<file path="src/tad_pkg.sv">
/*
  Constants, register map and helpers for the transmit alarm and signal-detect block.
  Assumes an 8-bit register port with byte-wide registers at their native offsets.
*/
package tad_pkg;

  // ***********************************************************
  // Register offsets.
  // ***********************************************************
  localparam logic [7:0] ADDR_ALARM = 8'h89;
  localparam logic [7:0] ADDR_SD_CTRL = 8'h8A;
  localparam logic [7:0] ADDR_SD_STAT = 8'h8B;
  localparam logic [7:0] ADDR_ASSERT_THR = 8'h91;
  localparam logic [7:0] ADDR_CLEAR_THR = 8'h92;
  localparam logic [7:0] ADDR_EYE_ASSERT = 8'h9A;
  localparam logic [7:0] ADDR_EYE_DEASSERT = 8'h9B;
  localparam logic [7:0] ADDR_PATH_CFG = 8'h9C;
  localparam logic [7:0] ADDR_PAT_LIMIT = 8'hAF;
  localparam logic [7:0] ADDR_IRQ_STAT = 8'hE0;
  localparam logic [7:0] ADDR_IRQ_MASK = 8'hE1;

  // ***********************************************************
  // Field positions.
  // ***********************************************************
  localparam int BIT_REF = 6;
  localparam int BIT_SIG = 5;
  localparam int BIT_LOCK = 4;
  localparam int BIT_FIFO = 3;
  localparam int BIT_PERR = 2;
  localparam int BIT_SYNC = 1;
  localparam int BIT_EYE = 0;
  localparam int CTL_EYE_EN = 3;
  localparam int CTL_MODE_LO = 1;
  localparam int ST_EYE = 4;
  localparam int ST_LAST = 3;
  localparam int ST_RUN = 2;
  localparam int ST_SIG = 0;
  localparam int PATH_AUTO = 1;
  localparam int PATH_FIFO_RST = 0;

  // ***********************************************************
  // Reset values and writable masks.
  // ***********************************************************
  localparam logic [7:0] CTRL_RST = 8'h0E;
  localparam logic [7:0] CTRL_WMASK = 8'h0E;
  localparam logic [7:0] ALARM_MASK = 8'h7F;
  localparam logic [7:0] EYE_A_RST = 8'h05;
  localparam logic [7:0] EYE_D_RST = 8'h08;
  localparam logic [7:0] EYE_D_WMASK = 8'h3F;
  localparam logic [7:0] PATH_WMASK = 8'h02;
  localparam logic [7:0] PAT_LIMIT_RST = 8'hFF;

  // ***********************************************************
  // Run-length detector arithmetic.
  // ***********************************************************
  localparam int RL_BLOCK_BITS = 1024;
  localparam int RL_ASSERT_MUL = 5;
  localparam int RL_ASSERT_ADD = 2;
  localparam int RL_CLEAR_MUL = 16;
  localparam int RL_CLEAR_ADD = 1;
  localparam logic [1:0] RL_OFF = 2'h0;
  localparam logic [1:0] RL_ZEROS = 2'h1;

  typedef logic [20:0] tad_run_t;
  typedef logic [12:0] tad_clr_t;

  function automatic tad_run_t tad_assert_len(input logic [7:0] thr, input int blk);
    return tad_run_t'((int'(thr) * RL_ASSERT_MUL + RL_ASSERT_ADD) * blk);
  endfunction

  function automatic tad_clr_t tad_clear_len(input logic [7:0] thr);
    return tad_clr_t'(int'(thr) * RL_CLEAR_MUL + RL_CLEAR_ADD);
  endfunction

endpackage

</file>
<file path="src/tad_run_detect.sv">
/*
  Run-length signal-absence detector on the transmit serial bit stream.
  Assumes one bit per enabled cycle on bit_i, qualified by valid_i.
*/
`timescale 1ns/1ns
module tad_run_detect
  import tad_pkg::*;
#(
  parameter int BLOCK_BITS = RL_BLOCK_BITS
) (
  // Clock and reset.
  input wire logic ref_clk_i,
  input wire logic reset_i,
  // Bit stream.
  input wire logic bit_i,
  input wire logic valid_i,
  // Configuration.
  input wire logic [1:0] mode_i,
  input wire logic [7:0] assert_thr_i,
  input wire logic [7:0] clear_thr_i,
  // Result.
  output logic absent_o,
  output logic last_bit_o
);

  typedef struct packed {
    tad_run_t run;
    tad_clr_t clr;
    logic [10:0] blk;
    logic trans;
    logic have;
    logic prev;
    logic absent;
    logic last;
  } tad_det_t;

  localparam logic [10:0] BLK_LAST = 11'(BLOCK_BITS - 1);

  tad_det_t q, d;
  logic same;
  logic counts;

  always_comb begin
    d = q;
    same = q.have && (bit_i == q.prev);
    counts = (mode_i == RL_ZEROS) ? !bit_i : 1'b1;
    if (mode_i == RL_OFF) begin
      d = '0;
    end else if (valid_i) begin
      d.have = 1'b1;
      d.prev = bit_i;
      if (!counts) begin
        d.run = '0;
      end else if (!same) begin
        d.run = tad_run_t'(1);
      end else if (q.run != '1) begin
        d.run = q.run + tad_run_t'(1);
      end
      if (q.have && !same) begin
        d.trans = 1'b1;
      end
      if (q.blk == BLK_LAST) begin
        d.blk = '0;
        d.trans = 1'b0;
        if (q.absent && (q.trans || (q.have && !same))) begin
          if (q.clr + tad_clr_t'(1) == tad_clear_len(clear_thr_i)) begin
            d.absent = 1'b0;
            d.clr = '0;
          end else begin
            d.clr = q.clr + tad_clr_t'(1);
          end
        end else begin
          d.clr = '0;
        end
      end else begin
        d.blk = q.blk + 11'h001;
      end
      // Block counting restarts at an event so that only whole blocks can release it.
      if (!q.absent && counts && d.run >= tad_assert_len(assert_thr_i, BLOCK_BITS)) begin
        d.absent = 1'b1;
        d.last = bit_i;
        d.clr = '0;
        d.blk = '0;
        d.trans = 1'b0;
      end
    end
  end

  always_ff @(posedge ref_clk_i) begin
    if (reset_i) begin
      q <= '0;
    end else begin
      q <= d;
    end
  end

  assign absent_o = q.absent;
  assign last_bit_o = q.last;

  property p_mode_off;
    @(posedge ref_clk_i) disable iff (reset_i) (mode_i == RL_OFF) |=> !q.absent;
  endproperty
  a_mode_off: assert property (p_mode_off) else $error("run absence while detector off");

  property p_last_bit;
    @(posedge ref_clk_i) disable iff (reset_i) $rose(q.absent) |-> (q.last == $past(bit_i));
  endproperty
  a_last_bit: assert property (p_last_bit) else $error("last trigger bit wrong");

endmodule // tad_run_detect

</file>
<file path="src/tad_alarm_bank.sv">
/*
  Transmit alarm and signal-detect register bank with interrupt logic.
  Assumes a plain register port with one-cycle strobes and synchronous inputs.
*/
// What this block does
// Reference clock deviation sets alarm bit 6.
// Overall signal absence shows in alarm bit 5.
// PLL unlock sets lock-missing alarm bit 4.
// FIFO fault bit 3, auto-recover clears it.
// Pattern error count at limit sets bit 2.
// Sync-missing bit 1 zero while checker off.
// Eye-quality alarm in bit 0 below threshold.
// Eye enable bit 3 gates eye into absence.
// Mode 00 off, 01 zeros, 1x both.
// Control register resets to 0x0E.
// Eye absence high when value below thresholds.
// Lock-missing forces eye absence to zero.
// Status bit 3 holds last trigger bit.
// Status bit 2 shows run-length absence.
// Assert run is (thr*5+2)*1024 bits.
// Clear after thr*16+1 blocks with transitions.
// Signal absent is OR of run-length absence and eye alarm, each when enabled.
// Reserved bits read zero, ignore writes.
`timescale 1ns/1ns
module tad_alarm_bank
  import tad_pkg::*;
#(
  parameter int BLOCK_BITS = RL_BLOCK_BITS
) (
  // Clock and reset.
  input wire logic ref_clk_i,
  input wire logic reset_i,
  // Register port.
  input wire logic [7:0] reg_addr_i,
  input wire logic [7:0] reg_wdata_i,
  input wire logic reg_wr_i,
  input wire logic reg_rd_i,
  output logic [7:0] reg_rdata_o,
  // Alarm sources.
  input wire logic ref_clock_deviation_i,
  input wire logic pll_unlocked_i,
  input wire logic fifo_overflow_i,
  input wire logic fifo_underflow_i,
  input wire logic pattern_enable_i,
  input wire logic pattern_sync_lost_i,
  input wire logic [7:0] pattern_error_count_i,
  input wire logic [5:0] eye_quality_value_i,
  // Serial bit stream.
  input wire logic tx_bit_i,
  input wire logic tx_bit_valid_i,
  // Outputs.
  output logic signal_absent_o,
  output logic fifo_reset_o,
  output logic irq_o
);

  // ***********************************************************
  // State.
  // ***********************************************************
  typedef struct packed {
    logic [7:0] alarm;
    logic [7:0] ctrl;
    logic [7:0] status;
    logic [7:0] a_thr;
    logic [7:0] c_thr;
    logic [7:0] eye_a;
    logic [7:0] eye_d;
    logic [7:0] path;
    logic [7:0] pat_lim;
    logic [7:0] irq_stat;
    logic [7:0] irq_mask;
    logic [7:0] rdata;
    logic fifo_rst;
    logic irq;
  } tad_state_t;

  tad_state_t q, d;
  logic det_abs;
  logic det_last;
  logic fifo_ev;
  logic lock_n;
  logic eye_alarm_n;
  logic eye_abs_n;
  logic sig_n;
  logic wr_fifo_rst;
  logic [7:0] al_n;
  logic [7:0] ev;
  logic [1:0] mode;

  // ***********************************************************
  // Run-length detector.
  // ***********************************************************
  tad_run_detect #(
    .BLOCK_BITS(BLOCK_BITS)
  ) u_run (
    .ref_clk_i(ref_clk_i),
    .reset_i(reset_i),
    .bit_i(tx_bit_i),
    .valid_i(tx_bit_valid_i),
    .mode_i(mode),
    .assert_thr_i(q.a_thr),
    .clear_thr_i(q.c_thr),
    .absent_o(det_abs),
    .last_bit_o(det_last)
  );

  assign mode = q.ctrl[CTL_MODE_LO +: 2];

  // ***********************************************************
  // Next state.
  // ***********************************************************
  always_comb begin
    d = q;
    d.fifo_rst = 1'b0;
    d.rdata = '0;
    fifo_ev = fifo_overflow_i || fifo_underflow_i;
    lock_n = pll_unlocked_i;
    wr_fifo_rst = reg_wr_i && (reg_addr_i == ADDR_PATH_CFG) && reg_wdata_i[PATH_FIFO_RST];
    // Hysteresis: assert below the assert level, release at the deassert level.
    if (q.alarm[BIT_EYE]) begin
      eye_alarm_n = eye_quality_value_i < q.eye_d[5:0];
    end else begin
      eye_alarm_n = eye_quality_value_i < q.eye_a[7:2];
    end
    eye_abs_n = eye_alarm_n && !lock_n;
    // The eye path feeds on the alarm itself, so it also acts while the PLL is unlocked.
    sig_n = ((mode != RL_OFF) && det_abs) || (q.ctrl[CTL_EYE_EN] && eye_alarm_n);
    al_n = '0;
    al_n[BIT_REF] = ref_clock_deviation_i;
    al_n[BIT_SIG] = sig_n;
    al_n[BIT_LOCK] = lock_n;
    al_n[BIT_FIFO] = fifo_ev || (q.alarm[BIT_FIFO] && !q.path[PATH_AUTO] && !wr_fifo_rst);
    al_n[BIT_PERR] = pattern_enable_i && (pattern_error_count_i >= q.pat_lim);
    al_n[BIT_SYNC] = pattern_enable_i && pattern_sync_lost_i;
    al_n[BIT_EYE] = eye_alarm_n;
    d.alarm = al_n & ALARM_MASK;
    d.status = '0;
    d.status[ST_EYE] = eye_abs_n;
    d.status[ST_LAST] = det_last;
    d.status[ST_RUN] = det_abs;
    d.status[ST_SIG] = sig_n;
    ev = al_n & ~q.alarm & ALARM_MASK;

    // Register writes; reserved bits are masked off.
    if (reg_wr_i) begin
      unique case (reg_addr_i)
        ADDR_SD_CTRL: d.ctrl = reg_wdata_i & CTRL_WMASK;
        ADDR_ASSERT_THR: d.a_thr = reg_wdata_i;
        ADDR_CLEAR_THR: d.c_thr = reg_wdata_i;
        ADDR_EYE_ASSERT: d.eye_a = reg_wdata_i;
        ADDR_EYE_DEASSERT: d.eye_d = reg_wdata_i & EYE_D_WMASK;
        ADDR_PATH_CFG: begin
          d.path = reg_wdata_i & PATH_WMASK;
          d.fifo_rst = reg_wdata_i[PATH_FIFO_RST];
        end
        ADDR_PAT_LIMIT: d.pat_lim = reg_wdata_i;
        ADDR_IRQ_MASK: d.irq_mask = reg_wdata_i & ALARM_MASK;
        default: begin
        end
      endcase
    end

    // Reads; the interrupt status clears on read, a new event wins.
    d.irq_stat = q.irq_stat | ev;
    if (reg_rd_i) begin
      unique case (reg_addr_i)
        ADDR_ALARM: d.rdata = q.alarm;
        ADDR_SD_CTRL: d.rdata = q.ctrl;
        ADDR_SD_STAT: d.rdata = q.status;
        ADDR_ASSERT_THR: d.rdata = q.a_thr;
        ADDR_CLEAR_THR: d.rdata = q.c_thr;
        ADDR_EYE_ASSERT: d.rdata = q.eye_a;
        ADDR_EYE_DEASSERT: d.rdata = q.eye_d;
        ADDR_PATH_CFG: d.rdata = q.path;
        ADDR_PAT_LIMIT: d.rdata = q.pat_lim;
        ADDR_IRQ_STAT: begin
          d.rdata = q.irq_stat;
          d.irq_stat = ev;
        end
        ADDR_IRQ_MASK: d.rdata = q.irq_mask;
        default: d.rdata = '0;
      endcase
    end
    d.irq = |(d.irq_stat & d.irq_mask);
  end

  // ***********************************************************
  // Registers.
  // ***********************************************************
  always_ff @(posedge ref_clk_i) begin
    if (reset_i) begin
      q <= '0;
      q.ctrl <= CTRL_RST;
      q.eye_a <= EYE_A_RST;
      q.eye_d <= EYE_D_RST;
      q.pat_lim <= PAT_LIMIT_RST;
    end else begin
      q <= d;
    end
  end

  assign reg_rdata_o = q.rdata;
  assign signal_absent_o = q.alarm[BIT_SIG];
  assign fifo_reset_o = q.fifo_rst;
  assign irq_o = q.irq;

  // ***********************************************************
  // Assertions.
  // ***********************************************************
  property p_ref_alarm;
    @(posedge ref_clk_i) disable iff (reset_i) ref_clock_deviation_i |=> q.alarm[BIT_REF];
  endproperty
  a_ref_alarm: assert property (p_ref_alarm) else $error("ref alarm missing");

  property p_sig_run;
    @(posedge ref_clk_i) disable iff (reset_i)
      (det_abs && (mode != RL_OFF)) |=> signal_absent_o;
  endproperty
  a_sig_run: assert property (p_sig_run) else $error("run absence not reported");

  property p_lock;
    @(posedge ref_clk_i) disable iff (reset_i) pll_unlocked_i |=> q.alarm[BIT_LOCK];
  endproperty
  a_lock: assert property (p_lock) else $error("lock alarm missing");

  property p_fifo_set;
    @(posedge ref_clk_i) disable iff (reset_i) fifo_ev |=> q.alarm[BIT_FIFO];
  endproperty
  a_fifo_set: assert property (p_fifo_set) else $error("fifo fault not set");

  property p_fifo_auto;
    @(posedge ref_clk_i) disable iff (reset_i)
      (q.alarm[BIT_FIFO] && q.path[PATH_AUTO] && !fifo_ev) |=> !q.alarm[BIT_FIFO];
  endproperty
  a_fifo_auto: assert property (p_fifo_auto) else $error("fifo fault not recovered");

  property p_pat_err;
    @(posedge ref_clk_i) disable iff (reset_i)
      (pattern_enable_i && (pattern_error_count_i >= q.pat_lim)) |=> q.alarm[BIT_PERR];
  endproperty
  a_pat_err: assert property (p_pat_err) else $error("pattern error alarm missing");

  property p_sync_off;
    @(posedge ref_clk_i) disable iff (reset_i) !pattern_enable_i |=> !q.alarm[BIT_SYNC];
  endproperty
  a_sync_off: assert property (p_sync_off) else $error("sync flag with checker off");

  property p_eye_below;
    @(posedge ref_clk_i) disable iff (reset_i)
      (!q.alarm[BIT_EYE] && (eye_quality_value_i < q.eye_a[7:2]) && !pll_unlocked_i)
      |=> (q.status[ST_EYE] && q.alarm[BIT_EYE]);
  endproperty
  a_eye_below: assert property (p_eye_below) else $error("eye absence missing");

  property p_eye_lock;
    @(posedge ref_clk_i) disable iff (reset_i) q.alarm[BIT_LOCK] |-> !q.status[ST_EYE];
  endproperty
  a_eye_lock: assert property (p_eye_lock) else $error("eye absence under unlock");

  property p_no_source;
    @(posedge ref_clk_i) disable iff (reset_i)
      (!q.ctrl[CTL_EYE_EN] && (mode == RL_OFF)) |=> !signal_absent_o;
  endproperty
  a_no_source: assert property (p_no_source) else $error("absence with no source");

  property p_eye_gate;
    @(posedge ref_clk_i) disable iff (reset_i)
      (q.ctrl[CTL_EYE_EN] && eye_alarm_n) |=> signal_absent_o;
  endproperty
  a_eye_gate: assert property (p_eye_gate) else $error("eye path not gated in");

  property p_ctrl_rst;
    @(posedge ref_clk_i) disable iff (reset_i) $past(reset_i) |-> (q.ctrl == CTRL_RST);
  endproperty
  a_ctrl_rst: assert property (p_ctrl_rst) else $error("control reset value wrong");

  property p_status_run;
    @(posedge ref_clk_i) disable iff (reset_i) det_abs |=> q.status[ST_RUN];
  endproperty
  a_status_run: assert property (p_status_run) else $error("run status missing");

  property p_rsvd_read;
    @(posedge ref_clk_i) disable iff (reset_i)
      (reg_rd_i && (reg_addr_i == ADDR_ALARM)) |=> !reg_rdata_o[7];
  endproperty
  a_rsvd_read: assert property (p_rsvd_read) else $error("reserved bit read nonzero");

  property p_ref_clear;
    @(posedge ref_clk_i) disable iff (reset_i) !ref_clock_deviation_i |=> !q.alarm[BIT_REF];
  endproperty
  a_ref_clear: assert property (p_ref_clear) else $error("ref alarm stuck");

  property p_fifo_pulse;
    @(posedge ref_clk_i) disable iff (reset_i) wr_fifo_rst |=> fifo_reset_o;
  endproperty
  a_fifo_pulse: assert property (p_fifo_pulse) else $error("fifo reset pulse missing");

  property p_fifo_hold;
    @(posedge ref_clk_i) disable iff (reset_i)
      (q.alarm[BIT_FIFO] && !q.path[PATH_AUTO] && !wr_fifo_rst) |=> q.alarm[BIT_FIFO];
  endproperty
  a_fifo_hold: assert property (p_fifo_hold) else $error("fifo fault not sticky");

  property p_sync_on;
    @(posedge ref_clk_i) disable iff (reset_i)
      (pattern_enable_i && pattern_sync_lost_i) |=> q.alarm[BIT_SYNC];
  endproperty
  a_sync_on: assert property (p_sync_on) else $error("sync loss not flagged");

  property p_eye_hold;
    @(posedge ref_clk_i) disable iff (reset_i)
      (q.alarm[BIT_EYE] && (eye_quality_value_i < q.eye_d[5:0])) |=> q.alarm[BIT_EYE];
  endproperty
  a_eye_hold: assert property (p_eye_hold) else $error("eye alarm dropped early");

  property p_eye_release;
    @(posedge ref_clk_i) disable iff (reset_i)
      (q.alarm[BIT_EYE] && (eye_quality_value_i >= q.eye_d[5:0])) |=> !q.alarm[BIT_EYE];
  endproperty
  a_eye_release: assert property (p_eye_release) else $error("eye alarm not released");

  property p_last_status;
    @(posedge ref_clk_i) disable iff (reset_i) det_last |=> q.status[ST_LAST];
  endproperty
  a_last_status: assert property (p_last_status) else $error("last bit not shown");

  property p_rsvd_status;
    @(posedge ref_clk_i) disable iff (reset_i)
      (reg_rd_i && (reg_addr_i == ADDR_SD_STAT))
      |=> ((reg_rdata_o[7:5] == 3'h0) && !reg_rdata_o[1]);
  endproperty
  a_rsvd_status: assert property (p_rsvd_status) else $error("status pad bits set");

  property p_ctrl_write;
    @(posedge ref_clk_i) disable iff (reset_i)
      (reg_wr_i && (reg_addr_i == ADDR_SD_CTRL))
      |=> (q.ctrl == ($past(reg_wdata_i) & CTRL_WMASK));
  endproperty
  a_ctrl_write: assert property (p_ctrl_write) else $error("control write not masked");

  // ***********************************************************
  // Cover points.
  // ***********************************************************

  c_run_abs: cover property (@(posedge ref_clk_i) disable iff (reset_i) $rose(det_abs));
  c_run_clr: cover property (@(posedge ref_clk_i) disable iff (reset_i) $fell(det_abs));
  c_irq: cover property (@(posedge ref_clk_i) disable iff (reset_i) $rose(irq_o));
  c_fifo_pulse: cover property (@(posedge ref_clk_i) disable iff (reset_i) $rose(fifo_reset_o));
  c_eye_off: cover property (@(posedge ref_clk_i) disable iff (reset_i) $fell(q.alarm[BIT_EYE]));

endmodule // tad_alarm_bank

</file>
<file path="config.mk">
export PLATFORM = sky130hd
export DESIGN_NAME = tad_alarm_bank
export DESIGN_NICKNAME = d
export VERILOG_FILES = /design/src/tad_pkg.sv /design/src/tad_run_detect.sv /design/src/tad_alarm_bank.sv
export SDC_FILE = /design/constraint.sdc
export NUM_CORES = 1
export LEC_CHECK = 0
export ABC_AREA = 1
export ABC_CLOCK_PERIOD_IN_PS = 3330
export BUFFER_PORTS_ARGS = -buffer_cell sky130_fd_sc_hd__buf_2
export CORE_AREA = 5 5 121 123
export CTS_BUF_LIST = sky130_fd_sc_hd__clkbuf_4 sky130_fd_sc_hd__clkbuf_8
export DETAILED_ROUTE_END_ITERATION = 6
export DIE_AREA = 0 0 126 128
export PLACE_DENSITY = 0.77
export RECOVER_POWER = 100
export SYNTH_ARGS = -nofsm -noshare
export SYNTH_HDL_FRONTEND = slang
export SYNTH_SLANG_ARGS = --single-unit
</file>
<file path="constraint.sdc">
create_clock -name ref_clk_i -period 3.33 [get_ports ref_clk_i]
set_input_delay 0.1665 -clock ref_clk_i [delete_from_list [all_inputs] [get_ports ref_clk_i]]
set_output_delay 0.1665 -clock ref_clk_i [all_outputs]
set_load 0.02 [all_outputs]
</file>
* Word level (Yosys, flattened, before mapping)
Cells that the tools add are included.
W data, S select, Z words.
** Operators by class
- Add/subtract/negate cells :: 5
- $mul :: 1
- Order comparisons :: 4
- Equal/unequal tests :: 16
- Muxes and demuxes :: 23
- Bitwise gates (word level) :: 7
- Reduce and logical (&&, ||, !) cells :: 45
** Operators by type and width (count)
- $mux W21 :: 5
- $eq A8 B8 Y1 const B :: 11
- $pmux W8 S11 :: 1
- $mux W13 :: 3
- $mux W8 :: 4
- $mux W25 :: 1
- $add A21 B1 Y21 const B :: 1
- $ge A21 B21 Y1 :: 1
- $ne A21 B21 Y1 const B :: 1
- $reduce_and A2 Y1 :: 10
- $logic_and A1 B1 Y1 :: 14
- $add A12 B1 Y13 const B :: 1
- $add A13 B1 Y13 const B :: 1
- $eq A13 B13 Y1 :: 1
- $lt A6 B6 Y1 :: 2
- $add A11 B1 Y11 const B :: 1
- $add A11 B3 Y11 const B :: 1
- $eq A11 B10 Y1 const B :: 1
- $mul A8 B3 Y11 const B :: 1
- $mux W11 :: 1
- $and A8 B8 Y8 :: 1
- $ge A8 B8 Y1 :: 1
- $or A8 B7 Y8 :: 1
- $reduce_bool A2 Y1 :: 4
- 15 further kinds :: 32
** Storage, ports and cells
- Flip-flop bits (word level) :: 133
- Output and inout bits :: 11
- Logic and storage cells :: 124

* Longest topological paths before layout
Gate-level depths: netlist of the first run.
- Word-level depth :: 12
- Gate-level depth with buffers :: 30

* By module
Synthesis of the first run repeated with hierarchy kept, for this count alone.
** Second synthesis, totals
- Cell total of the unflattened synthesis :: 1100
- Area total of the unflattened synthesis :: 7671.1 um^2
** By module, submodules not included
- tad_alarm_bank :: times used 1, cells each 545, area an instance 3925.0 um^2, sequential area each 1561.5 um^2
- tad_run_detect :: times used 1, cells each 555, area an instance 3746.1 um^2, sequential area each 1001.0 um^2

* Worst setup path before layout of the first run
Ideal clock, no wire load.
- Path type :: register to register
- From :: register q[67] (netlist bit)
- To :: register u_run.q[27] (netlist bit)
- Arrival time :: 3.489 ns
- Setup slack :: -0.275 ns
- Stages on the path, launching flop included :: 26
- Clock period less this slack :: 3.605 ns
- Cell sequence :: dfxtp_1 > ha_1 > ha_1 > nand2_1 > o21ai_0 > a21o_1 > a21o_1 > a21oi_1 > o21bai_1 > a21o_1 > xor2_1 > ha_1 > nand2_1 > inv_1 > nand4_1 > nor2_1 > nand2_1 > nor2_1 > nand3_2 > nand2_2 > nand2_4 > nand2_4 > nand2_8 > buf_6 > o21ai_0 > nor2_1
** Between the ends
- Word-level cells in the longest chain between the ends :: 6
** RTL lines
- start: declaration :: RTL line tad_alarm_bank.sv:77 : tad_state_t q, d;
- $mul A8 B3 Y11 * :: RTL line tad_pkg.sv:68 : return tad_run_t'((int'(thr) * RL_ASSERT_MUL + RL_ASSERT_ADD) * blk);
- $add A11 B3 Y11 * :: RTL line tad_pkg.sv:68
- $ge A21 B21 Y1 * :: RTL line tad_run_detect.sv:79 : if (!q.absent && counts && d.run >= tad_assert_len(assert_thr_i, BLOCK_BITS)) begin
- $logic_and A1 B1 Y1 * :: RTL line tad_run_detect.sv:79
- $reduce_bool A2 Y1 (no source line)
- $reduce_and A2 Y1 (no source line)
- end signal: assignment :: RTL line tad_run_detect.sv:91 : q <= '0;
- end signal: assignment :: RTL line tad_run_detect.sv:93 : q <= d;
- end: declaration :: RTL line tad_run_detect.sv:39 : tad_det_t q, d;
Mark *: on every way between the ends. The rest lies on a longest branch, timed or not.
A chain may end at the register's enable or synchronous reset.

* Worst setup path in the final report of the first run
- From :: register q[67] (netlist bit)
- To :: register u_run.q[16] (netlist bit)
The elaborated chain is that of the path after synthesis.

==> flow_summary.rst, run 1 <==
.. list-table::
   :header-rows: 1

   * - Metric
     - Value
   * - Final estimated routing congestion in global placement
     - 0.971
   * - Clk Latency, worst-skew pair
     - 0.47 ns
   * - Worst setup SP type
     - register
   * - Post-synthesis cell type with the largest combined area
     - sky130_fd_sc_hd__dfxtp_1
   * - First-pass GRT wire length
     - 34.3 mm
   * - Maximum buffer depth of the clock tree
     - 2
   * - Tightest Hold Check Type
     - in -> reg
   * - Fin crit share
     - 1.07
   * - Fraction of post-synthesis cell area in the top cell type by area
     - 0.342
   * - Post-layout worst setup margin
     - -0.234 ns
   * - Via count of the routed design
     - 7859
   * - Maximum number of pins on one net before global-route repair
     - 53
   * - Total routing resource utilization after global routing
     - 0.262
   * - Worst-path maximum fanout
     - 6
   * - Buffering stage count on the worst path with inverters included
     - 2
   * - Maximum level of the CTS H-tree
     - 4
   * - Worst-case clock skew
     - ~0.016 ns
   * - Required @ worst endpoint
     - 3.69 ns
   * - Worst setup slack after placement
     - -0.256 ns
   * - Final period demand of the worst path
     - ~3.6 ns
   * - Antenna violations before repair
     - 0
   * - Post-DRT Antenna Nets
     - 0
   * - Total of max-cap violations
     - 0
   * - Hold violation count in the final report
     - 0
   * - Flip-flop and latch count after synthesis
     - around 130
   * - Failing checks
     - negative setup slack
   * - Average wire per cell in the routed design
     - about 15 um
   * - Worst ir drop on vdd
     - around 0.28 mV
   * - Setup violations, final
     - 27
   * - Count of different cell masters after synthesis
     - between 50 and 60
   * - Vias in the first global route
     - 7298
   * - Remaining routing DRC violations
     - 0
   * - Cell with the biggest individual delay on the critical path
     - sky130_fd_sc_hd__dfxtp_4
   * - Die outline area
     - roughly 16000 um^2
   * - Power density cells
     - ~370 nW/um^2
   * - Residual overflow from global routing
     - 0
   * - Via density per instance
     - about 5.6
   * - Clock tree from TritonCTS
     - yes
   * - Height of the die
     - approximately 130 um
   * - Post-Syn Area per Cell
     - 6.91 um^2
   * - Dominant cells by area after synthesis
     - sky130_fd_sc_hd__dfxtp_1 34%, sky130_fd_sc_hd__nand2_1 10%, sky130_fd_sc_hd__ha_1 8.0%
   * - Die outline width
     - around 130 um
   * - Count of routing violations after the opening detailed-route iteration
     - ~770
   * - Status
     - complete, but fails checks
   * - Achievable Freq
     - 281 MHz
   * - Crit path max-delay family
     - compound AO/OA/AOI/OAI gates
   * - Starting Density
     - 0.553
   * - Headroom to the max-slew limit
     - 0.393
   * - Total iterations of the first detailed-routing run
     - 6
   * - Syn_nets
     - between 1000 and 1500
   * - Synthesized instance count
     - approximately 1100
   * - Critical path endpoint category
     - register
   * - Measured slew at the worst slew-check pin
     - between 0.9 and 1 ns
   * - Mapped Area
     - approximately 7500 um^2
   * - Worst EP arrival
     - slightly below 4 ns
   * - RSZ-0062 raised after global routing
     - true
   * - Sequential share of the synthesized area
     - 0.342
   * - Core Region
     - ~14000 um^2
   * - TritonCTS Buffers
     - 17
   * - Final hold slack
     - 0.0246 ns
   * - Number of nets in the layout
     - between 1000 and 1500
   * - Count of input and output buffers
     - 52
   * - Synth warnings
     - 0
   * - Synth-to-layout area growth
     - 22.3%
   * - Layout filler cell count
     - 1201
   * - Ratio of cells with drive above 1 in the final layout
     - 0.196
   * - Ant diodes
     - 0
   * - CTS Root Buffer Type
     - sky130_fd_sc_hd__clkbuf_8
   * - Count of standard-cell rows
     - 43
   * - Post-Route Utilization
     - 0.677
   * - Number of slew-limit violations in the final report
     - 0
   * - Kind of critical path
     - reg -> reg
   * - Final wirelength
     - 21.3 mm
   * - I/O Pins
     - 53
   * - Clock-pin slew of the registers on the worst-case setup and hold paths
     - ~0.080 ns
   * - Lkg Pwr
     - roughly 4.2 nW
   * - Sinks on Clock Net
     - 128
   * - Final HPWL DP
     - between 15 and 20 mm
   * - Largest stage delay on the critical path
     - roughly 0.37 ns
## worst min-delay path: stages
cell                       delay, ns
sky130_fd_sc_hd__buf_2          0.15
sky130_fd_sc_hd__nand2_1        0.08
sky130_fd_sc_hd__o211ai_1       0.07
## power by group
| part | switching (mW) | internal (mW) | leakage [nW] |
|---|---|---|---|
| registers | 0.0245 | 1.57 | 1.04 |
| clock network | 0.665 | 0.756 | 0.195 |
| logic | 0.229 | 0.149 | 2.99 |
## through the flow
stage	std cells	TNS, ns	area [um^2]	power (mW)
6_report	1412	-5.16	9180	3.39
5_1_grt	1412	-11.85	9180	3.51
4_1_cts	1403	-2.27	8980	3.35
3_5_place_dp	1357	-4.33	8400	1.94
3_3_place_gp	1357	-1.91	8400	1.93
2_1_floorplan	1085	-0.256	7550	1.82
## synth_stat cells, drive strengths merged
master / count
a221oi: 7
a31oi: 3
o221ai: 2
a211oi: 7
a21oi: 88
nor4: 1
o211ai: 9
clkbuf: 17
a21o: 4
nor2: 131
inv: 161
ha: 48
o22ai: 16
nand3b: 2
a21boi: 1
dfxtp: 128
o21ai: 76
or2: 6
nand4: 20
o31ai: 1
a41oi: 3
and3: 1
nor3: 24
o2111ai: 2
a22oi: 1
a2111oi: 1
clkinv: 1
buf: 14
a31o: 1
nand3: 78
and2: 1
xnor2: 11
xor2: 8
o21bai: 2
nor3b: 3
mux2i: 1
nand2: 205
## state kept, by name, summed over array words and instances (netlist names)
| name | cells |
|---|---|
| fifo_reset_o | 1 |
| irq_o | 1 |
| mode | 2 |
| q | 65 |
| reg_rdata_o | 8 |
| signal_absent_o | 1 |
| u_run.absent_o | 1 |
| u_run.last_bit_o | 1 |
| u_run.q | 48 |
## cell type report
type	count	area, um^2	area share
Clock buffer	19	249	0.0271
Clock inverter	13	164	0.0179
Inverter	162	608	0.0662
Multi-Input combinational cell	766	4380	0.477
Sequential cell	128	2570	0.280
Tap cell	180	225	0.0245
Timing Repair Buffer	144	981	0.107
## routing by layer
| layer | vias to the layer above | global-route usage | share of wire |
|---|---|---|---|
| li1 | 3878 | - | - |
| met1 | 3581 | 0.345 | 0.42 |
| met2 | 339 | 0.421 | 0.46 |
| met3 | 61 | 0.0608 | 0.087 |
| met4 | 0 | 0.0991 | 0.029 |
| met5 | - | 0 | 0 |
## cells by family (layout without fill, tap and decap cells)
group           after synthesis  in the layout  share of synthesized area
buf+inv                     193            338                      0.104
simple gates                472            474                      0.281
flops                       128            128                      0.342
mux                           1              1                    0.00133
xor+xnor                     19             19                     0.0222
fa+ha+maj                    48             48                     0.0801
compound gates              224            224                      0.170
## what timing repair did
| action | CTS | global route |
|---|---|---|
| setup endpoints to repair | 26 | 27 |
| hold endpoints to repair | 6 | 0 |
| gates resized for setup | 11 | 30 |
| buffers inserted | 6 | 9 |
| hold buffers | 7 | 0 |
| pin swaps | 22 | 15 |
| gates cloned | 1 | 1 |
## cell usage in the layout, fill, tap and decap left out, types with 8 or more instances in the layout
master	Yosys	routed
sky130_fd_sc_hd__nand2_1	199	194
sky130_fd_sc_hd__inv_1	158	156
sky130_fd_sc_hd__dfxtp_1	128	123
sky130_fd_sc_hd__nor2_1	127	121
sky130_fd_sc_hd__a21oi_1	88	85
sky130_fd_sc_hd__buf_4	8	81
sky130_fd_sc_hd__nand3_1	75	68
sky130_fd_sc_hd__o21ai_0	74	68
sky130_fd_sc_hd__buf_2	2	50
sky130_fd_sc_hd__ha_1	48	41
sky130_fd_sc_hd__nand4_1	20	20
sky130_fd_sc_hd__clkbuf_8	0	17
sky130_fd_sc_hd__nor3_1	18	16
sky130_fd_sc_hd__o22ai_1	16	16
sky130_fd_sc_hd__xnor2_1	11	11
sky130_fd_sc_hd__nor2_2	3	9
sky130_fd_sc_hd__o211ai_1	9	9
sky130_fd_sc_hd__nand3_2	3	8
sky130_fd_sc_hd__xor2_1	8	8
## final timing paths
path                            slack [ns]  cells past startpoint                       end                           from
worst min register to register        0.43                      2          q[77]$_SDFF_PP0_  u_run.last_bit_o$_SDFFE_PP0P_
worst max-delay path                 -0.23                     25  u_run.q[16]$_SDFFE_PP0P_             q[67]$_SDFFE_PP0P_
worst min-delay path                  0.02                      3        q[32]$_SDFFE_PP1P_                 reg_wdata_i[6]
worst max register to register       -0.23                     25  u_run.q[16]$_SDFFE_PP0P_             q[67]$_SDFFE_PP0P_
Note: power is estimated with default switching activity, not from simulation.
==> run 2, diff against run 1 <==
CORE_AREA = 5 5 127 129   (was 5 5 121 123)
DIE_AREA = 0 0 132 134   (was 0 0 126 128)
PLACE_DENSITY = 0.71   (was 0.77)
==> flow_summary.rst, run 2 (synthesis results as in run 1) <==
.. list-table::
   :header-rows: 1

   * - Metric
     - Value
   * - Final HPWL DP
     - about 16 mm
   * - RSZ-0062 raised after global routing
     - true
   * - Number of nets in the layout
     - around 1300
   * - Starting Density
     - 0.503
   * - Clock tree from TritonCTS
     - yes
   * - Total of max-cap violations
     - 0
   * - Worst EP arrival
     - 3.92 ns
   * - Post-DRT Antenna Nets
     - 0
   * - Met2 routing resource usage after global routing
     - 0.378
   * - I/O Pins
     - 53
   * - Met1 track demand over resource in global routing
     - 0.319
   * - Lkg Pwr
     - about 4.1 nW
   * - Layout filler cell count
     - 1390
   * - Antenna violations before repair
     - 0
   * - Core Region
     - around 15000 um^2
   * - Most flops, register
     - q
   * - Final estimated routing congestion in global placement
     - ~0.9
   * - Vias in the first global route
     - between 7000 and 8000
   * - Count of standard-cell rows
     - 45
   * - Headroom to the max-slew limit
     - 0.395
   * - Most utilized layer in the global route result
     - met2
   * - Hold violation count in the final report
     - 0
   * - Via density per instance
     - approximately 5.4
   * - Clock-pin slew of the registers on the worst-case setup and hold paths
     - about 0.080 ns
   * - Total iterations of the first detailed-routing run
     - 5
   * - Tightest Hold Check Type
     - in -> reg
   * - Maximum buffer depth of the clock tree
     - 2
   * - Most common library cell in the layout ignoring fill and taps
     - sky130_fd_sc_hd__nand2_1
   * - Total routing resource utilization after global routing
     - 0.236
   * - Setup total negative slack
     - -3.06 ns
   * - Average wire per cell in the routed design
     - around 15 um
   * - Height of the die
     - 134 um
   * - Critical path endpoint category
     - register
   * - First-pass GRT wire length
     - 34.7 mm
   * - Clk Latency, worst-skew pair
     - 0.47 ns
   * - Leading cell types in the layout, fill and taps excluded
     - 195 x sky130_fd_sc_hd__nand2_1, 156 x sky130_fd_sc_hd__inv_1, 125 x sky130_fd_sc_hd__dfxtp_1
   * - TritonCTS Buffers
     - 17
   * - Non-filler cells, final
     - roughly 1400
   * - Required @ worst endpoint
     - 3.74 ns
   * - Synth-to-layout area growth
     - 20.2%
   * - Worst-case clock skew
     - between 0.01 and 0.015 ns
   * - Met3 Track Usage GR
     - 0.0484
   * - Sinks on Clock Net
     - 128
   * - Status
     - complete, but fails checks
   * - Die outline width
     - ~130 um
   * - Die outline area
     - approximately 18000 um^2
   * - Final hold slack
     - slightly below 0.06 ns
   * - Number of flip-flops in the largest register
     - between 60 and 70
   * - Measured slew at the worst slew-check pin
     - 0.905 ns
   * - Residual overflow from global routing
     - 0
   * - Post-layout worst setup margin
     - -0.176 ns
   * - CTS Root Buffer Type
     - sky130_fd_sc_hd__clkbuf_8
   * - # placed instances
     - around 1400
   * - Maximum number of pins on one net before global-route repair
     - 52
   * - Kind of critical path
     - reg -> reg
   * - Power density cells
     - ~360 nW/um^2
   * - Achievable Freq
     - around 290 MHz
   * - Final period demand of the worst path
     - around 3.5 ns
   * - Failing checks
     - negative setup slack
   * - Setup violations, final
     - 25
   * - Via count of the routed design
     - between 7000 and 8000
   * - Maximum level of the CTS H-tree
     - 4
   * - Remaining routing DRC violations
     - 0
   * - Worst setup SP type
     - register
   * - Count of input and output buffers
     - 52
   * - Number of slew-limit violations in the final report
     - 0
   * - Worst-path maximum fanout
     - 9
   * - Ratio of cells with drive above 1 in the final layout
     - 0.182
   * - Final wirelength
     - ~21 mm
   * - Worst ir drop on vdd
     - approximately 0.27 mV
   * - Count of routing violations after the opening detailed-route iteration
     - 701
   * - Ant diodes
     - 0
   * - Fin crit share
     - 1.05
run 2: changes by cell type in the layout (fill, tap and decap cells not counted), sizes merged:
cell / before / now
buf: 135 / 123
inv: 162 / 167
bufinv: 3 / 1
clkinvlp: 5 / 3
clkinv: 5 / 4
dlygate4sd3: 7 / 8
nand2: 207 / 206
run 2: power breakdown:
group	switching (mW)	internal, mW
logic	0.213	0.134
clock network	0.684	0.619
registers	0.0247	1.57
total	0.921	2.32
run 2: path summary, 6_finish.rpt:
check,startpoint,to,slack [ns],cells after the start
setup reg to reg,q[67]$_SDFFE_PP0P_,u_run.q[22]$_SDFFE_PP0P_,-0.18,25
setup / recovery,q[67]$_SDFFE_PP0P_,u_run.q[22]$_SDFFE_PP0P_,-0.18,25
hold / removal,reg_wdata_i[7],q[33]$_SDFFE_PP1P_,0.06,3
hold reg to reg,u_run.last_bit_o$_SDFFE_PP0P_,q[77]$_SDFF_PP0_,0.44,2
run 2: what timing repair did:
action                                  4_1_cts  5_1_grt
gates cloned                                  0        1
hold buffers                                  8        0
pin swaps                                    15       14
setup buffers                                 5        3
endpoints found under the hold margin         7        0
gates resized for setup                       7       23
endpoints found under the setup margin       25       27
run 2: per-stage QoR:
step / utilization / power, mW / area [um^2] / worst slack [ns]
global route: 0.605 / 3.38 / 9020 / -0.434
floorplan: - / 1.82 / 7550 / -0.0584
finish: 0.605 / 3.24 / 9020 / -0.176
CTS: 0.597 / 3.25 / 8910 / -0.177
global placement: 0.561 / 1.94 / 8370 / -0.145
detailed placement: 0.561 / 1.94 / 8370 / -0.220
run 2: area by class of cell:
type / count / area [um^2] / area share
clock inverter: 13 / 128 / 0.0141
tap: 188 / 235 / 0.0261
clock buffer: 19 / 249 / 0.0276
multi-input combinational: 765 / 4350 / 0.482
inverter: 162 / 608 / 0.0674
timing repair buffer: 133 / 886 / 0.0982
sequential: 128 / 2570 / 0.285
run 2: worst max-delay path, stage by stage (launching register included):
cell and delay [ns]:
sky130_fd_sc_hd__dfxtp_4 0.37, sky130_fd_sc_hd__ha_4 0.27, sky130_fd_sc_hd__ha_4 0.19, sky130_fd_sc_hd__nand2_2 0.05, sky130_fd_sc_hd__o21ai_2 0.05, sky130_fd_sc_hd__a21o_1 0.19
sky130_fd_sc_hd__a21o_1 0.17, sky130_fd_sc_hd__a21oi_2 0.13, sky130_fd_sc_hd__o21bai_2 0.09, sky130_fd_sc_hd__a21o_1 0.21, sky130_fd_sc_hd__xor2_1 0.15, sky130_fd_sc_hd__ha_1 0.29
sky130_fd_sc_hd__nand2_2 0.06, sky130_fd_sc_hd__inv_2 0.04, sky130_fd_sc_hd__nand4_1 0.09, sky130_fd_sc_hd__nor2_1 0.11, sky130_fd_sc_hd__nand2_1 0.06, sky130_fd_sc_hd__nor2_1 0.10
sky130_fd_sc_hd__nand3_2 0.07, sky130_fd_sc_hd__nand2_2 0.09, sky130_fd_sc_hd__nand2_4 0.06, sky130_fd_sc_hd__nand2_4 0.09, sky130_fd_sc_hd__nand2_8 0.08, sky130_fd_sc_hd__nor2_4 0.25
sky130_fd_sc_hd__nand3_2 0.10, sky130_fd_sc_hd__nand2_1 0.08
run 2: metal layers:
metal	up-vias	part of all wire
met3	43	0.067
met1	3487	0.45
met5	-	0
met4	0	0.026
li1	3846	-
met2	275	0.45
==> run 3, diff against run 2 <==
GPL_TIMING_DRIVEN = 0   (was not set)
==> flow_summary.rst, run 3 (synthesis results as in run 1) <==
.. list-table::
   :header-rows: 1

   * - Metric
     - Value
   * - Part of the power in combinational logic
     - 0.110
   * - Headroom to the max-slew limit
     - 0.152
   * - Worst-case clock skew
     - around 0.014 ns
   * - Worst setup SP type
     - register
   * - First-pass GRT wire length
     - 34.4 mm
   * - Total iterations of the first detailed-routing run
     - 7
   * - Worst ir drop on vdd
     - ~0.25 mV
   * - Tightest Hold Check Type
     - in -> reg
   * - Antenna violations before repair
     - 0
   * - Lkg Pwr
     - a little over 4 nW
   * - Synth-to-layout area growth
     - 20.5%
   * - Power Internal
     - between 2 and 2.5 mW
   * - Post-layout worst setup margin
     - -0.457 ns
   * - Worst-path maximum fanout
     - 4
   * - Count of routing violations after the opening detailed-route iteration
     - between 500 and 600
   * - Most common library cell in the layout ignoring fill and taps
     - sky130_fd_sc_hd__nand2_1
   * - Core Region
     - roughly 15000 um^2
   * - RSZ-0062 raised after global routing
     - true
   * - Number of nets in the layout
     - approximately 1300
   * - Required @ worst endpoint
     - ~3.6 ns
   * - Failing checks
     - design-rule violations, negative setup slack
   * - Maximum buffer depth of the clock tree
     - 2
   * - Sw Ratio
     - 0.282
   * - Achievable Freq
     - 264 MHz
   * - Critical Path End
     - u_run.absent_o$_SDFFE_PP0P_
   * - Routed met3 length
     - 1.64 mm
   * - Remaining routing DRC violations
     - 1
   * - Final wirelength
     - roughly 21 mm
   * - Count of standard-cell rows
     - 45
   * - Largest stage delay on the critical path
     - around 0.37 ns
   * - Psw
     - roughly 940 uW
   * - Ratio of cells with drive above 1 in the final layout
     - 0.164
   * - R2R depth
     - 26
   * - Most flops, register
     - q
   * - Height of the die
     - 134 um
   * - Top routing layer in use
     - met4
   * - Status
     - complete, but fails checks
   * - Crit path max-delay family
     - simple AND/OR/NAND/NOR gates
   * - Power density cells
     - approximately 370 nW/um^2
   * - Final estimated routing congestion in global placement
     - around 0.92
   * - Clock tree from TritonCTS
     - yes
   * - Leading cell types in the layout, fill and taps excluded
     - 192 x sky130_fd_sc_hd__nand2_1, 156 x sky130_fd_sc_hd__inv_1, 119 x sky130_fd_sc_hd__nor2_1
   * - Total routing resource utilization after global routing
     - 0.238
   * - CTS Root Buffer Type
     - sky130_fd_sc_hd__clkbuf_8
   * - Final HPWL DP
     - roughly 16 mm
   * - DR WL met2
     - between 9 and 10 mm
   * - Kind of critical path
     - reg -> reg
   * - Clk Latency, worst-skew pair
     - ~0.45 ns
   * - Critical path endpoint category
     - register
   * - Die outline area
     - about 18000 um^2
   * - Measured slew at the worst slew-check pin
     - roughly 1.3 ns
   * - Minimum setup slack among reg-to-reg paths
     - -0.46 ns
   * - Final period demand of the worst path
     - approximately 3.8 ns
   * - Via count of the routed design
     - about 7600
   * - Relative contribution of the clock network to total power
     - 0.410
   * - Via density per instance
     - roughly 5.4
   * - Number of slew-limit violations in the final report
     - 0
   * - Fin crit share
     - 1.14
   * - Maximum level of the CTS H-tree
     - 4
   * - Placed cell areas
     - 8050 um^2
   * - Clock-pin slew of the registers on the worst-case setup and hold paths
     - roughly 0.08 ns
   * - Cell with the biggest individual delay on the critical path
     - sky130_fd_sc_hd__dfxtp_4
   * - Total of max-cap violations
     - 0
   * - Stages on the worst setup path
     - 26
   * - TritonCTS Buffers
     - 17
   * - Average wire per cell in the routed design
     - ~15 um
   * - Worst EP arrival
     - ~4 ns
   * - Final Instance Area
     - between 9000 and 10000 um^2
   * - Sequential share of power
     - 0.481
   * - Starting Density
     - 0.503
   * - Worst setup slack after placement
     - -0.612 ns
   * - Buffering stage count on the worst path with inverters included
     - 3
   * - Sinks on Clock Net
     - about 130
   * - I/O Pins
     - 53
   * - Count of input and output buffers
     - 51
   * - Setup crit start
     - q[67]$_SDFFE_PP0P_
   * - Post-DRT Antenna Nets
     - 0
   * - Hold violation count in the final report
     - 0
   * - Vias in the first global route
     - slightly above 7000
   * - Number of flip-flops in the largest register
     - 65
   * - Die outline width
     - roughly 130 um
   * - End of the worst register-to-register path
     - u_run.absent_o$_SDFFE_PP0P_
   * - Maximum number of pins on one net before global-route repair
     - 17
   * - Setup violations, final
     - 27
   * - Routed metal-1 wirelength
     - 9.67 mm
   * - Ant diodes
     - 0
   * - Origin of the critical flop-to-flop path
     - q[67]$_SDFFE_PP0P_
   * - Residual overflow from global routing
     - 0
-- run 3: layout make-up --
type	instances	area, um^2
flip-flops and latches	128	2590
well taps	188	235
inverters	162	608
clock buffers	18	241
multi-input cells	764	4430
plain buffers	31	175
fillers	1376	5880
repair buffers	94	608
clock inverters	14	158
-- run 3: how the worst min path moves through the flow --
stage / to / startpoint / cells after the start / slack [ns]
2_1_floorplan: q[78]$_SDFF_PP0_ / pll_unlocked_i / 1 / 0.24
5_1_grt: q[32]$_SDFFE_PP1P_ / reg_wdata_i[6] / 3 / 0.03
3_3_place_gp: q[78]$_SDFF_PP0_ / pll_unlocked_i / 2 / 0.39
3_5_place_dp: q[78]$_SDFF_PP0_ / pll_unlocked_i / 2 / 0.38
6_report: q[32]$_SDFFE_PP1P_ / reg_wdata_i[6] / 3 / 0.02
4_1_cts: q[32]$_SDFFE_PP1P_ / reg_wdata_i[6] / 3 / 0.005
-- run 3: power by group through the flow --
stage | sequential (mW) | clock (mW) | combinational [mW]
3_5_place_dp | 1.63 | 0 | 0.296
6_report | 1.60 | 1.36 | 0.364
2_1_floorplan | 1.62 | 0 | 0.192
5_1_grt | 1.60 | 1.45 | 0.403
3_3_place_gp | 1.63 | 0 | 0.292
4_1_cts | 1.60 | 1.38 | 0.332
-- run 3: worst min-delay path, delay by kind of cell --
kind	cells	cell delay, ns
AND/OR/NAND/NOR	1	0.06
buffers and inverters	1	0.14
AO/OA/AOI/OAI	1	0.07
-- run 3: what timing repair did --
item	CTS	global route
hold buffers	8	0
setup endpoints to repair	27	27
endpoints found under the hold margin	7	0
gates cloned	1	0
gates resized for setup	32	35
pin swaps	21	16
buffers inserted	24	10
-- run 3: routing by layer --
layer | track usage | up-vias
li1 | - | 3829
met3 | 0.0608 | 33
met4 | 0.0634 | 0
met2 | 0.378 | 295
met1 | 0.322 | 3459
met5 | 0 | -
-- run 3: metrics by stage --
step           cells  TNS (ns)  hold slack [ns]  utilization  power [mW]
2_1_floorplan   1085    -0.256            0.245            -        1.82
3_3_place_gp    1324    -14.80            0.386        0.539        1.92
3_5_place_dp    1324    -14.49            0.380        0.539        1.93
4_1_cts         1389     -6.40          0.00496        0.593        3.30
5_1_grt         1399    -14.99           0.0251        0.606        3.46
6_report        1399    -10.78           0.0182        0.606        3.33
